**config.mk**
```make
export PLATFORM = sky130hd
export DESIGN_NAME = dual_timer_event_counter
export DESIGN_NICKNAME = d
export VERILOG_FILES = /design/src/rtl/dual_timer_pkg.sv /design/src/rtl/timer_unit.sv /design/src/rtl/dual_timer_event_counter.sv
export SDC_FILE = /design/constraint.sdc
export NUM_CORES = 1
export LEC_CHECK = 0
export BUFFER_PORTS_ARGS = -buffer_cell sky130_fd_sc_hd__buf_2
export CORE_MARGIN = 2
export CORE_UTILIZATION = 40
export CTS_CLUSTER_SIZE = 24
export DETAILED_ROUTE_END_ITERATION = 10
export GPL_ROUTABILITY_DRIVEN = 1
export PLACE_DENSITY_LB_ADDON = 0.3
export SLEW_MARGIN = 20
export SYNTH_ARGS = -nofsm -noshare
export SYNTH_HDL_FRONTEND = slang
export SYNTH_HIERARCHICAL = 1
export SYNTH_SLANG_ARGS = --single-unit
```
**constraint.sdc**
```tcl
create_clock -name CLK -period 2.9 [get_ports CLK]
set_clock_uncertainty 0.15 [all_clocks]
set_input_delay 0.725 -clock CLK [delete_from_list [all_inputs] [get_ports CLK]]
set_output_delay 0.725 -clock CLK [all_outputs]
set_load 0.02 [all_outputs]
```
**src/rtl/dual_timer_pkg.sv**
```systemverilog
package dual_timer_pkg;

    // ==========================================
    // Operating modes
    // ==========================================
    typedef enum logic [1:0]
    {
        MODE_PRESCALED = 2'b00,  // 13-bit prescaled
        MODE_CASCADE   = 2'b01,  // 16-bit cascade
        MODE_RELOAD    = 2'b10,  // 8-bit auto-reload
        MODE_SPLIT     = 2'b11   // Split (A) or halt (B)
    } timer_mode_t;

    // Per-unit mode settings, one nibble of the mode register
    typedef struct packed
    {
        logic        gate_bit;   // Gate pin enables counting
        logic        source_bit; // 1: external pin, 0: peripheral cycle
        timer_mode_t mode;       // Mode select
    } unit_cfg_t;

    // Count bytes of a unit
    typedef struct packed
    {
        logic [7:0] high_byte;   // Count high byte
        logic [7:0] low_byte;    // Count low byte
    } unit_count_t;

    // ==========================================
    // Positions and timing
    // ==========================================
    localparam int          PER_CYCLE_CLKS     = 6;   // Peripheral clocks per cycle
    localparam int          EDGE_CYCLES        = 2;   // Cycles to see an edge
    localparam int          PRESCALE_BITS      = 5;   // Modulo-32 prescaler
    localparam int          UNIT_A_MODE_LSB    = 0;   // Unit A nibble in mode register
    localparam int          UNIT_B_MODE_LSB    = 4;   // Unit B nibble in mode register
    localparam int          CTRL_A_RUN_POS     = 4;   // Unit A run bit
    localparam int          CTRL_A_FLAG_POS    = 5;   // Unit A overflow flag
    localparam int          CTRL_B_RUN_POS     = 6;   // Unit B run bit
    localparam int          CTRL_B_FLAG_POS    = 7;   // Unit B overflow flag
    localparam logic [7:0]  COUNT_RESET        = 8'h00; // Count byte reset value
    localparam logic [7:0]  MODE_REG_RESET     = 8'h00; // Mode register reset value
    localparam logic [2:0]  DIV_LAST           = 3'h5;  // Divider terminal count

endpackage : dual_timer_pkg

```
**src/rtl/timer_unit.sv**
```systemverilog
`timescale 1ns/1ps

// ==========================================
// One counter unit: low byte, high byte, modes 0..2 and split low byte
// ==========================================
module timer_unit
(
    input  wire logic                    CLK,        // Peripheral clock
    input  wire logic                    RSTN,       // Synchronous reset, active low
    input  wire logic                    cnt_en,     // Count this cycle
    input  wire dual_timer_pkg::unit_cfg_t cfg,      // Mode settings
    input  wire logic                    halt,       // Hold count (B in mode 3)
    input  wire logic                    wr_high,    // Software writes high byte
    input  wire logic                    wr_low,     // Software writes low byte
    input  wire logic [7:0]              wr_data,    // Write data
    input  wire logic                    high_run,   // Split high byte runs
    output dual_timer_pkg::unit_count_t  count,      // Count bytes
    output logic                         low_ovf,    // Main overflow pulse
    output logic                         high_ovf    // Split high overflow pulse
);

    logic [7:0] high_reg;                 // High byte
    logic [7:0] low_reg;                  // Low byte
    logic [7:0] high_next;                // Next high byte
    logic [7:0] low_next;                 // Next low byte
    logic       ovf_next;                 // Main overflow this cycle
    logic       hovf_next;                // Split high overflow this cycle

    // ==========================================
    // Count logic per mode
    // ==========================================
    always_comb
    begin
        high_next = high_reg;
        low_next  = low_reg;
        ovf_next  = 1'b0;
        hovf_next = 1'b0;
        if (cnt_en && !halt)
        begin
            unique case (cfg.mode)
                dual_timer_pkg::MODE_PRESCALED:
                begin
                    // Upper three low bits left as they are
                    low_next[4:0] = low_reg[4:0] + 5'h01;
                    if (low_reg[4:0] == 5'h1f)
                    begin
                        high_next = high_reg + 8'h01;
                        ovf_next  = (high_reg == 8'hff);
                    end
                end
                dual_timer_pkg::MODE_CASCADE:
                begin
                    low_next = low_reg + 8'h01;
                    if (low_reg == 8'hff)
                    begin
                        high_next = high_reg + 8'h01;
                        ovf_next  = (high_reg == 8'hff);
                    end
                end
                dual_timer_pkg::MODE_RELOAD:
                begin
                    // Reload uses whatever high byte holds now
                    if (low_reg == 8'hff)
                    begin
                        low_next = high_reg;
                        ovf_next = 1'b1;
                    end
                    else
                        low_next = low_reg + 8'h01;
                end
                dual_timer_pkg::MODE_SPLIT:
                begin
                    low_next = low_reg + 8'h01;
                    ovf_next = (low_reg == 8'hff);
                end
            endcase
        end
        // Split high byte counts every peripheral cycle on its own run bit
        if (high_run && !halt)
        begin
            high_next = high_reg + 8'h01;
            hovf_next = (high_reg == 8'hff);
        end
        // Software writes win; legal only while stopped, except reload value
        if (wr_high)
            high_next = wr_data;
        if (wr_low)
            low_next = wr_data;
    end

    // ==========================================
    // Count registers; run start keeps contents
    // ==========================================
    always_ff @(posedge CLK)
    begin
        if (!RSTN)
        begin
            high_reg <= dual_timer_pkg::COUNT_RESET;
            low_reg  <= dual_timer_pkg::COUNT_RESET;
            low_ovf  <= 1'b0;
            high_ovf <= 1'b0;
        end
        else
        begin
            high_reg <= high_next;
            low_reg  <= low_next;
            low_ovf  <= ovf_next;
            high_ovf <= hovf_next;
        end
    end

    assign count = '{high_byte: high_reg, low_byte: low_reg};

endmodule : timer_unit

```
**src/rtl/dual_timer_event_counter.sv**
```systemverilog
`timescale 1ns/1ps


module dual_timer_event_counter
(
    input  wire logic       CLK,            // 40 MHz peripheral clock
    input  wire logic       RSTN,           // Synchronous reset, active low
    input  wire logic [7:0] MODE_WR_DATA,   // Mode register write data
    input  wire logic       MODE_WR,        // Mode register write strobe
    input  wire logic       A_RUN_BIT,      // Unit A run bit
    input  wire logic       B_RUN_BIT,      // Unit B run bit
    input  wire logic       A_FLAG_CLR,     // Unit A interrupt serviced
    input  wire logic       B_FLAG_CLR,     // Unit B interrupt serviced
    input  wire logic       A_HIGH_WR,      // Write unit A high byte
    input  wire logic       A_LOW_WR,       // Write unit A low byte
    input  wire logic       B_HIGH_WR,      // Write unit B high byte
    input  wire logic       B_LOW_WR,       // Write unit B low byte
    input  wire logic [7:0] BYTE_WR_DATA,   // Count byte write data
    input  wire logic       A_COUNT_PIN,    // Unit A external count pin
    input  wire logic       B_COUNT_PIN,    // Unit B external count pin
    input  wire logic       A_GATE_PIN,     // Unit A gate pin
    input  wire logic       B_GATE_PIN,     // Unit B gate pin
    output logic [7:0]      MODE_REG,       // Mode register readback
    output logic [15:0]     A_COUNT,        // Unit A high and low bytes
    output logic [15:0]     B_COUNT,        // Unit B high and low bytes
    output logic            A_OVF_FLAG,     // Unit A overflow flag / request
    output logic            B_OVF_FLAG      // Unit B overflow flag / request
);

    // ==========================================
    // Declarations
    // ==========================================
    logic [7:0]                mode_reg;          // Mode register
    logic [2:0]                div_reg;           // Six-clock divider
    logic                      per_tick;          // Peripheral cycle enable
    logic [2:0]                cpin_a_sync;       // Count pin A synchroniser
    logic [2:0]                cpin_b_sync;       // Count pin B synchroniser
    logic [2:0]                gpin_a_sync;       // Gate pin A synchroniser
    logic [2:0]                gpin_b_sync;       // Gate pin B synchroniser
    logic                      cpin_a_lvl;        // Filtered count pin A level
    logic                      cpin_b_lvl;        // Filtered count pin B level
    logic                      gpin_a_lvl;        // Filtered gate pin A level
    logic                      gpin_b_lvl;        // Filtered gate pin B level
    logic                      samp_a_reg;        // Count pin A sample, last cycle
    logic                      samp_b_reg;        // Count pin B sample, last cycle
    logic                      prev_a_reg;        // Count pin A sample, cycle before
    logic                      prev_b_reg;        // Count pin B sample, cycle before
    logic                      gate_a_reg;        // Sampled gate A
    logic                      gate_b_reg;        // Sampled gate B
    logic                      fall_a;            // Falling edge seen on A
    logic                      fall_b;            // Falling edge seen on B
    dual_timer_pkg::unit_cfg_t cfg_a;             // Unit A settings
    dual_timer_pkg::unit_cfg_t cfg_b;             // Unit B settings
    logic                      enable_a;          // Unit A may count
    logic                      enable_b;          // Unit B may count
    logic                      inc_a;             // Unit A count pulse
    logic                      inc_b;             // Unit B count pulse
    logic                      split_a;           // Unit A in mode 3
    logic                      halt_b;            // Unit B in mode 3
    dual_timer_pkg::unit_count_t cnt_a;           // Unit A bytes
    dual_timer_pkg::unit_count_t cnt_b;           // Unit B bytes
    logic                      ovf_a;             // Unit A overflow pulse
    logic                      ovf_b;             // Unit B overflow pulse
    logic                      hovf_a;            // Split high byte overflow
    logic                      flag_a_reg;        // Unit A overflow flag
    logic                      flag_b_reg;        // Unit B overflow flag

    // ==========================================
    // Mode register
    // ==========================================
    always_ff @(posedge CLK)
    begin
        if (!RSTN)
            mode_reg <= dual_timer_pkg::MODE_REG_RESET;
        else if (MODE_WR)
            mode_reg <= MODE_WR_DATA;
    end

    // Nibble split per unit
    assign cfg_a = dual_timer_pkg::unit_cfg_t'(mode_reg[dual_timer_pkg::UNIT_A_MODE_LSB +: 4]);
    assign cfg_b = dual_timer_pkg::unit_cfg_t'(mode_reg[dual_timer_pkg::UNIT_B_MODE_LSB +: 4]);
    assign split_a = (cfg_a.mode == dual_timer_pkg::MODE_SPLIT);
    assign halt_b  = (cfg_b.mode == dual_timer_pkg::MODE_SPLIT);

    // ==========================================
    // Peripheral cycle divider
    // ==========================================
    // Divide by six; tick on the last clock of each cycle
    always_ff @(posedge CLK)
    begin
        if (!RSTN)
            div_reg <= 3'h0;
        else if (div_reg == dual_timer_pkg::DIV_LAST)
            div_reg <= 3'h0;
        else
            div_reg <= div_reg + 3'h1;
    end

    assign per_tick = (div_reg == dual_timer_pkg::DIV_LAST);

    // ==========================================
    // Pin synchronisers
    // ==========================================
    // Three stages; only stage two and three feed the filter
    always_ff @(posedge CLK)
    begin
        if (!RSTN)
        begin
            cpin_a_sync <= 3'h0;
            cpin_b_sync <= 3'h0;
            gpin_a_sync <= 3'h0;
            gpin_b_sync <= 3'h0;
        end
        else
        begin
            cpin_a_sync <= {cpin_a_sync[1:0], A_COUNT_PIN};
            cpin_b_sync <= {cpin_b_sync[1:0], B_COUNT_PIN};
            gpin_a_sync <= {gpin_a_sync[1:0], A_GATE_PIN};
            gpin_b_sync <= {gpin_b_sync[1:0], B_GATE_PIN};
        end
    end

    // Filtered levels change only when stages two and three agree
    always_ff @(posedge CLK)
    begin
        if (!RSTN)
        begin
            cpin_a_lvl <= 1'b0;
            cpin_b_lvl <= 1'b0;
            gpin_a_lvl <= 1'b0;
            gpin_b_lvl <= 1'b0;
        end
        else
        begin
            if (cpin_a_sync[1] == cpin_a_sync[2])
                cpin_a_lvl <= cpin_a_sync[2];
            if (cpin_b_sync[1] == cpin_b_sync[2])
                cpin_b_lvl <= cpin_b_sync[2];
            if (gpin_a_sync[1] == gpin_a_sync[2])
                gpin_a_lvl <= gpin_a_sync[2];
            if (gpin_b_sync[1] == gpin_b_sync[2])
                gpin_b_lvl <= gpin_b_sync[2];
        end
    end

    // ==========================================
    // Per-cycle sampling of count and gate pins
    // ==========================================
    // One sample per peripheral cycle; a pulse shorter than a cycle may be
    // missed, which is why the source must hold each level that long
    always_ff @(posedge CLK)
    begin
        if (!RSTN)
        begin
            samp_a_reg <= 1'b0;
            samp_b_reg <= 1'b0;
            prev_a_reg <= 1'b0;
            prev_b_reg <= 1'b0;
            gate_a_reg <= 1'b0;
            gate_b_reg <= 1'b0;
        end
        else if (per_tick)
        begin
            samp_a_reg <= cpin_a_lvl;
            samp_b_reg <= cpin_b_lvl;
            prev_a_reg <= samp_a_reg;
            prev_b_reg <= samp_b_reg;
            gate_a_reg <= gpin_a_lvl;
            gate_b_reg <= gpin_b_lvl;
        end
    end

    // High in one sample, low in the next; spans two cycles
    assign fall_a = prev_a_reg && !samp_a_reg;
    assign fall_b = prev_b_reg && !samp_b_reg;

    // ==========================================
    // Count enables
    // ==========================================
    assign enable_a = A_RUN_BIT && (!cfg_a.gate_bit || gate_a_reg);
    // With A split its high byte owns B's run bit, so B runs whenever out of mode 3 and its gate allows
    assign enable_b = (split_a || B_RUN_BIT) && (!cfg_b.gate_bit || gate_b_reg);

    // At most one step per peripheral cycle, from either source
    assign inc_a = per_tick && enable_a && (cfg_a.source_bit ? fall_a : 1'b1);
    assign inc_b = per_tick && enable_b && (cfg_b.source_bit ? fall_b : 1'b1);

    // ==========================================
    // Units
    // ==========================================
    timer_unit unit_a
    (
        .CLK      (CLK),
        .RSTN     (RSTN),
        .cnt_en   (inc_a),
        .cfg      (cfg_a),
        .halt     (1'b0),
        .wr_high  (A_HIGH_WR),
        .wr_low   (A_LOW_WR),
        .wr_data  (BYTE_WR_DATA),
        .high_run (split_a && B_RUN_BIT && per_tick),
        .count    (cnt_a),
        .low_ovf  (ovf_a),
        .high_ovf (hovf_a)
    );

    // Unit B keeps counting with A split, but its flag is taken over
    timer_unit unit_b
    (
        .CLK      (CLK),
        .RSTN     (RSTN),
        .cnt_en   (inc_b),
        .cfg      (cfg_b),
        .halt     (halt_b),
        .wr_high  (B_HIGH_WR),
        .wr_low   (B_LOW_WR),
        .wr_data  (BYTE_WR_DATA),
        .high_run (1'b0),
        .count    (cnt_b),
        .low_ovf  (ovf_b),
        .high_ovf ()
    );

    // ==========================================
    // Overflow flags; set wins over service clear
    // ==========================================
    always_ff @(posedge CLK)
    begin
        if (!RSTN)
        begin
            flag_a_reg <= 1'b0;
            flag_b_reg <= 1'b0;
        end
        else
        begin
            if (ovf_a)
                flag_a_reg <= 1'b1;
            else if (A_FLAG_CLR)
                flag_a_reg <= 1'b0;
            // With A split, only A's high byte reaches B's flag
            if (split_a ? hovf_a : ovf_b)
                flag_b_reg <= 1'b1;
            else if (B_FLAG_CLR)
                flag_b_reg <= 1'b0;
        end
    end

    assign MODE_REG   = mode_reg;
    assign A_COUNT    = cnt_a;
    assign B_COUNT    = cnt_b;
    assign A_OVF_FLAG = flag_a_reg;
    assign B_OVF_FLAG = flag_b_reg;

    // ==========================================
    // Assertions
    // ==========================================
    tick_spacing_a: assert property (@(posedge CLK) disable iff (!RSTN)
        per_tick |=> !per_tick [*5] ##1 per_tick)
        else $error("Peripheral tick not every six clocks");

    flag_set_a: assert property (@(posedge CLK) disable iff (!RSTN)
        ovf_a |=> A_OVF_FLAG)
        else $error("Unit A overflow did not set flag");

    flag_clear_a: assert property (@(posedge CLK) disable iff (!RSTN)
        (A_FLAG_CLR && !ovf_a) |=> !A_OVF_FLAG)
        else $error("Unit A flag not cleared on service");

    halt_hold_a: assert property (@(posedge CLK) disable iff (!RSTN)
        (halt_b && !B_HIGH_WR && !B_LOW_WR && $past(halt_b)) |=> $stable(B_COUNT))
        else $error("Unit B count moved while halted");

    run_gate_a: assert property (@(posedge CLK) disable iff (!RSTN)
        (!A_RUN_BIT || (cfg_a.gate_bit && !gate_a_reg)) |-> !inc_a)
        else $error("Unit A counted while disabled");

    reload_value_a: assert property (@(posedge CLK) disable iff (!RSTN)
        (inc_a && cfg_a.mode == dual_timer_pkg::MODE_RELOAD && cnt_a.low_byte == 8'hff
         && !A_LOW_WR && !A_HIGH_WR) |=> (A_COUNT[7:0] == $past(A_COUNT[15:8])))
        else $error("Unit A did not reload from high byte");

    edge_rate_a: assert property (@(posedge CLK) disable iff (!RSTN)
        (inc_a && cfg_a.source_bit) |=> !inc_a [*8])
        else $error("Unit A counted edges too fast");

    cascade_carry_a: assert property (@(posedge CLK) disable iff (!RSTN)
        (inc_a && cfg_a.mode == dual_timer_pkg::MODE_CASCADE && cnt_a == 16'hffff
         && !A_LOW_WR && !A_HIGH_WR) |=> (A_COUNT == 16'h0000) ##1 A_OVF_FLAG)
        else $error("Unit A cascade overflow wrong");

    split_flag_a: assert property (@(posedge CLK) disable iff (!RSTN)
        (split_a && ovf_b && !hovf_a && !$past(B_OVF_FLAG) && !B_OVF_FLAG) |=> !B_OVF_FLAG)
        else $error("Unit B overflow set flag while A split");

    cov_cascade_c: cover property (@(posedge CLK) ovf_a && cfg_a.mode == dual_timer_pkg::MODE_CASCADE);
    cov_reload_c:  cover property (@(posedge CLK) ovf_b && cfg_b.mode == dual_timer_pkg::MODE_RELOAD);
    cov_edge_c:    cover property (@(posedge CLK) inc_a && cfg_a.source_bit);
    cov_split_c:   cover property (@(posedge CLK) hovf_a && split_a);

endmodule : dual_timer_event_counter

```
======== Word level (Yosys, flattened, before mapping) ========
Index checks and enable logic that the tools add are counted.
storage, ports and cells
  flip-flop bits (word level) ............. 70
  bits in latches ......................... 0
  memory bits (writable) .................. 0
  bits in read-only memories .............. 0
  bits of input ports ..................... 31
  output and inout bits ................... 42
  word-level logic and storage cells ...... 133
  memories ................................ 0
cells by class
  add/sub/neg operators ................... 7
  $mul .................................... 0
  divide/modulo/power cells ............... 0
  order comparisons ....................... 0
  equality and inequality tests ........... 21
  shifts and indexed selects .............. 0
  muxes and demuxes ....................... 36
  bitwise logic cells ..................... 1
  reductions and logical operators ........ 41
operator list
  kind                                                              count
  8-bit two-way mux                                                 15
  8-bit by 1-bit adder with 8-bit output (second input constant)    4
  8-bit == test (second input constant)                             4
  8-bit case mux with 2 select lines                                2
  5-bit case mux with 3 select lines                                2
  1-bit two-way mux                                                 13
  3-bit case mux with 2 select lines                                2
  3-bit nonzero test                                                4
  1-bit logical AND                                                 11
  5-bit by 1-bit adder with 5-bit output (second input constant)    2
  5-bit == test (second input constant)                             2
  2-bit AND reduction                                               5
  2-bit nonzero test                                                5
  2-bit == test (second input constant)                             4
  4-bit by 2-bit != test with 1-bit output (second input constant)  2
  1-bit case mux with 4 select lines                                2
  4-bit AND reduction                                               2
  3-bit by 2-bit != test with 1-bit output (second input constant)  2
  2-bit OR reduction                                                3
  1-bit logical NOT                                                 5
  1-bit == test                                                     4
  2-bit by 1-bit == test with 1-bit output (second input constant)  2
  2-bit logical NOT                                                 2
  4-bit nonzero test                                                1
  other kinds (4)                                                   6

======== Longest topological paths before layout ========
  depth in word-level cells ............... 8
  depth in mapped cells ................... 9
  mapped depth without buffers ............ 9

======== By module ========
Netlist, hierarchy kept.
by module, submodules not included
  module                    instances  cells each  area each (um2)
  timer_unit                2          148         1,148.6
  dual_timer_event_counter  1          127         1,277.5

======== Worst setup path after synthesis ========
No wires, ideal clock.
  kind .................................... input to register
  start ................................... input port B_RUN_BIT
  end ..................................... register unit_b.high_reg[7]
  library setup time ...................... 0.074 ns
  arrival time ............................ 2.433 ns
  slack ................................... 0.242 ns
  cell stages on the path ................. 7
  buffers on the path ..................... 0
  cells stage by stage .................... a21oi_1 -> a2111oi_1 -> nor2b_2 -> nand3b_1 -> o22a_4 -> or4_1 -> a31oi_1
between the ends
  longest elaborated chain between the ends .. 7
RTL lines
  what                                  RTL line                         RTL
  start: declaration                    dual_timer_event_counter.sv:11   input wire logic B_RUN_BIT,
  1-bit logical OR                      dual_timer_event_counter.sv:182  assign enable_b = (split_a || B_RUN_BIT) && (!cfg_b.gate_bit || gate_b_reg);
  1-bit logical AND                     dual_timer_event_counter.sv:182
  1-bit logical AND (2 in a row)        dual_timer_event_counter.sv:186  assign inc_b = per_tick && enable_b && (cfg_b.source_bit ? fall_b : 1'b1);
  net inc_b                             dual_timer_event_counter.sv:57   logic inc_b;
  1-bit logical AND                     timer_unit.sv:38                 if (cnt_en && !halt)
  2-bit nonzero test (no source line)   -
  4-bit AND reduction (no source line)  -
  end signal: assignment                timer_unit.sv:98                 high_reg <= dual_timer_pkg::COUNT_RESET;
  end signal: assignment                timer_unit.sv:105                high_reg <= high_next;
  end: declaration                      timer_unit.sv:22                 logic [7:0] high_reg;
The timed path passes the listed nets, and every way through them passes these cells.
A chain may end at the register's enable or synchronous reset.

======== Worst setup path in the final report ========
  start ................................... register div_reg[0]
  end ..................................... register unit_b.high_reg[7]
between the ends
  longest elaborated chain between the ends .. 6
RTL lines
  what                                  RTL line                         RTL
  start: declaration                    dual_timer_event_counter.sv:34   logic [2:0] div_reg;
  start signal: assignment              dual_timer_event_counter.sv:96   div_reg <= div_reg + 3'h1;
  3-bit == test                         dual_timer_event_counter.sv:99   assign per_tick = (div_reg == dual_timer_pkg::DIV_LAST);
  1-bit logical AND (2 in a row)        dual_timer_event_counter.sv:186
  net inc_b                             dual_timer_event_counter.sv:57
  1-bit logical AND                     timer_unit.sv:38
  2-bit nonzero test (no source line)   -
  4-bit AND reduction (no source line)  -
The timed path passes the listed nets, and every way through them passes these cells.

==> results <==
- The critical path goes through ha_1 -> nand2_1 -> a2111oi_1 -> buf_4 -> nor2b_2 -> nand3b_1 -> o22a_4 -> or4_1 -> a31oi_1.
- The routed design has 9330 microns of wire.
- The classification of the worst setup path is reg2reg.
- STA puts the critical path data required time at between 3 and 4 ns.
- The data arrival at the endpoint of the critical path is between 2 and 3 ns.
- In this run the clock root is driven by a sky130_fd_sc_hd__clkbuf_8.
- The number of vias in the routed layout is 3428.
- After routing the design area is 0.004264 sq mm.
- The number of iterations in the first detailed-routing pass is 5.
- The most used routing layer in global routing is met2.
- Setup violations remaining at the end of the flow were counted as 0.
- The maximum frequency from static timing analysis is roughly 0.37 GHz.
- The actual slew at the worst max-slew pin is 0.6703 ns.
- At the end of the flow, the number of nets in the layout was 540.
- The minimum period implied by the final worst setup slack is 2.711 ns.
- Measured against its own limit, the worst slew margin works out to ~55%.
- The total instance count after detailed placement is between 500 and 600.
- Summed over all nets, the half-perimeter wirelength after detailed placement is 6778 microns.
- In the finished design, the share of the clock period the worst path needs comes to 93.49%.
- Post-CTS timing repair inserted 0 buffers for setup.
- The number of buffer cells added on primary ports is 72.
- At the later pin of the worst-skew pair, clock insertion delay measures ~0.36 ns.
- The synthesized area per cell is around 8.4 sq um.
- In the final routed layout, each cell accounts on average for 15.20 microns.
- The H-tree depth reported by CTS is 3.
- The placement row count is 34.
- The TritonCTS buffer count is 9.
- The pin count of the biggest net entering global routing is 29.
- In this run the horizontal extent of the chip is between 90 and 100 microns.
- Across the VDD grid, the largest voltage drop is about 0.00026 V.
- The worst hold path class is reg2reg.
- The core region is ~0.0087 sq mm.
- The via count of the first global-routing pass was 3137.
- The global routing met2 resource utilization is ~32%.
- The cell leakage power is 1.806 nW.
- The worst setup path is launched from a flip-flop.
- The slowest stage of the critical path belongs to the cell sky130_fd_sc_hd__or4_1.
- The final hold slack is ~0.30 ns.
- The endpoint kind of the worst setup timing path is a flip-flop.
- The total clock sinks is 70.
- After the first detailed-routing iteration, the DRC count stood at ~140.
- The post-detailed-route count of antenna-violating nets is 0.
- Setup repair after global routing could not meet its margin everywhere.
- The setup TNS is 0 ns.
- The highest cell delay on the worst timing path is 0.48 ns.
- The total routing usage reported by global routing is slightly below 20%.
- The floorplan step defined a die boundary enclosing approximately 0.0096 sq mm.
- Once layout is complete, the cells apart from fillers number slightly above 600.
- In this run the worst path has a maximum fanout of 9.
- The initial utilization of the core area, before any placement, comes to 40.86%.
- The post-cts repair resize count is 0.
- The CTS tree is built.
- In this run the vertical extent of the chip is approximately 98 microns.
- The maximum root-to-sink buffer count is 2.
- In the final layout, the share of cells above drive strength 1 is between 20% and 30%.
- The number of antenna violations at the first check in global routing is 0.
- Cells fill around half of the core in the end.
- The post-detailed-route via-to-cell ratio is about 5.6.
- The global-route met3 utilization is around 3.9%.
- The tool flagged a number of max-cap violations equal to 0.
- The area of the mapped netlist is between 0.003 and 0.004 sq mm.
- The wire length of the first global-routing pass is 15480 microns.
- In the global route stage, met1 resource usage came out at between 20% and 30%.
- 0 antenna diodes ended up in the layout.
- 73 I/O pins were placed.
- The final global-route overflow total is 0.
- The final estimated routing congestion in global placement is 0.8494.
- The power density over the cells is around 500 mW/mm^2.
- The number of synthesis warnings is 6.
- The number of hold violations in the final report was 0.
- For this run, design rule violations remaining after detail routing come to 0.
- The clock transition at the registers of the reported paths is roughly 0.09 ns.
- The area growth from synthesis to layout is 20.25%.
- The flow ran to the end, and the final reports show no timing, DRC or antenna violations.
- The final number of max-transition violations is 0.
- The placed standard-cell area is a little over 0.004 sq mm.
- After technology mapping, the gate count stands at 420.
- The number of buffers inserted by hold repair at cts is 0.
worst max-delay path: cells and delay by family, from the launching register on:
kind                     cells  cell delay, ns
AND/OR/NAND/NOR              4            0.88
adder cells (fa/ha/maj)      1            0.19
buffers and inverters        1            0.21
flip-flops                   1            0.38
AO/OA/AOI/OAI                3            0.84
cell usage in the layout, fill, tap and decap left out, types with 3 or more instances in the layout:
| cell type | instances |
|---|---|
| sky130_fd_sc_hd__nand3b_1 | 6 |
| sky130_fd_sc_hd__clkbuf_8 | 9 |
| sky130_fd_sc_hd__ha_1 | 8 |
| sky130_fd_sc_hd__conb_1 | 6 |
| sky130_fd_sc_hd__nor2b_1 | 3 |
| sky130_fd_sc_hd__o311a_1 | 4 |
| sky130_fd_sc_hd__dfxtp_1 | 70 |
| sky130_fd_sc_hd__nor2_1 | 21 |
| sky130_fd_sc_hd__nand3_1 | 30 |
| sky130_fd_sc_hd__a21oi_1 | 20 |
| sky130_fd_sc_hd__nand2_1 | 44 |
| sky130_fd_sc_hd__and3_1 | 6 |
| sky130_fd_sc_hd__or3_1 | 4 |
| sky130_fd_sc_hd__xor2_1 | 4 |
| sky130_fd_sc_hd__inv_1 | 7 |
| sky130_fd_sc_hd__o21ai_0 | 44 |
| sky130_fd_sc_hd__a31oi_1 | 13 |
| sky130_fd_sc_hd__nand2b_1 | 12 |
| sky130_fd_sc_hd__and2_1 | 13 |
| sky130_fd_sc_hd__a22o_1 | 6 |
| sky130_fd_sc_hd__mux2i_1 | 16 |
| sky130_fd_sc_hd__and4_1 | 6 |
| sky130_fd_sc_hd__buf_4 | 11 |
| sky130_fd_sc_hd__o22ai_1 | 4 |
| sky130_fd_sc_hd__buf_2 | 72 |
| sky130_fd_sc_hd__a21bo_2 | 7 |
| sky130_fd_sc_hd__inv_8 | 3 |
| sky130_fd_sc_hd__inv_6 | 3 |
| sky130_fd_sc_hd__nor3_1 | 7 |
metrics by stage:
stage | power (mW) | setup slack [ns]
2_1_floorplan | 1.255 | 0.2424
3_3_place_gp | 1.361 | 0.03894
3_5_place_dp | 1.370 | 0.02032
4_1_cts | 2.153 | 0.2010
5_1_grt | 2.243 | -0.007960
6_report | 2.134 | 0.1889
report_power, final:
group	switching (mW)	total (mW)	leakage [nW]	internal [mW]
Sequential	0.0595	1.07	0.576	1.01
Clock	0.447	0.786	0.101	0.339
Combinational	0.171	0.282	1.13	0.111
Total	0.678	2.13	1.81	1.46
worst paths after layout:
kind | startpoint | end | slack, ns | cells past startpoint
setup / recovery | div_reg[0] | unit_b/high_reg[7] | 0.19 | 9
hold reg to reg | gpin_a_sync[0] | gpin_a_sync[1] | 0.30 | 1
hold / removal | gpin_a_sync[0] | gpin_a_sync[1] | 0.30 | 1
setup reg to reg | div_reg[0] | unit_b/high_reg[7] | 0.19 | 9
layer usage:
layer	share of wire (%)	vias to the layer above	routed length, microns
li1	-	1702	-
met1	45	1601	4184
met2	48	105	4445
met3	5.1	20	474
met4	2.4	0	226
met5	0	-	0
final cells by class:
class                   count  area [sq um]
multi-input cells         328          2056
well taps                 108         135.1
fillers                   857          4414
repair buffers             83         442.9
clock inverters             7         68.82
clock buffers               9         123.9
flip-flops and latches     70          1401
inverters                   9         36.28
No activity file was read; power rests on OpenSTA's default activity.
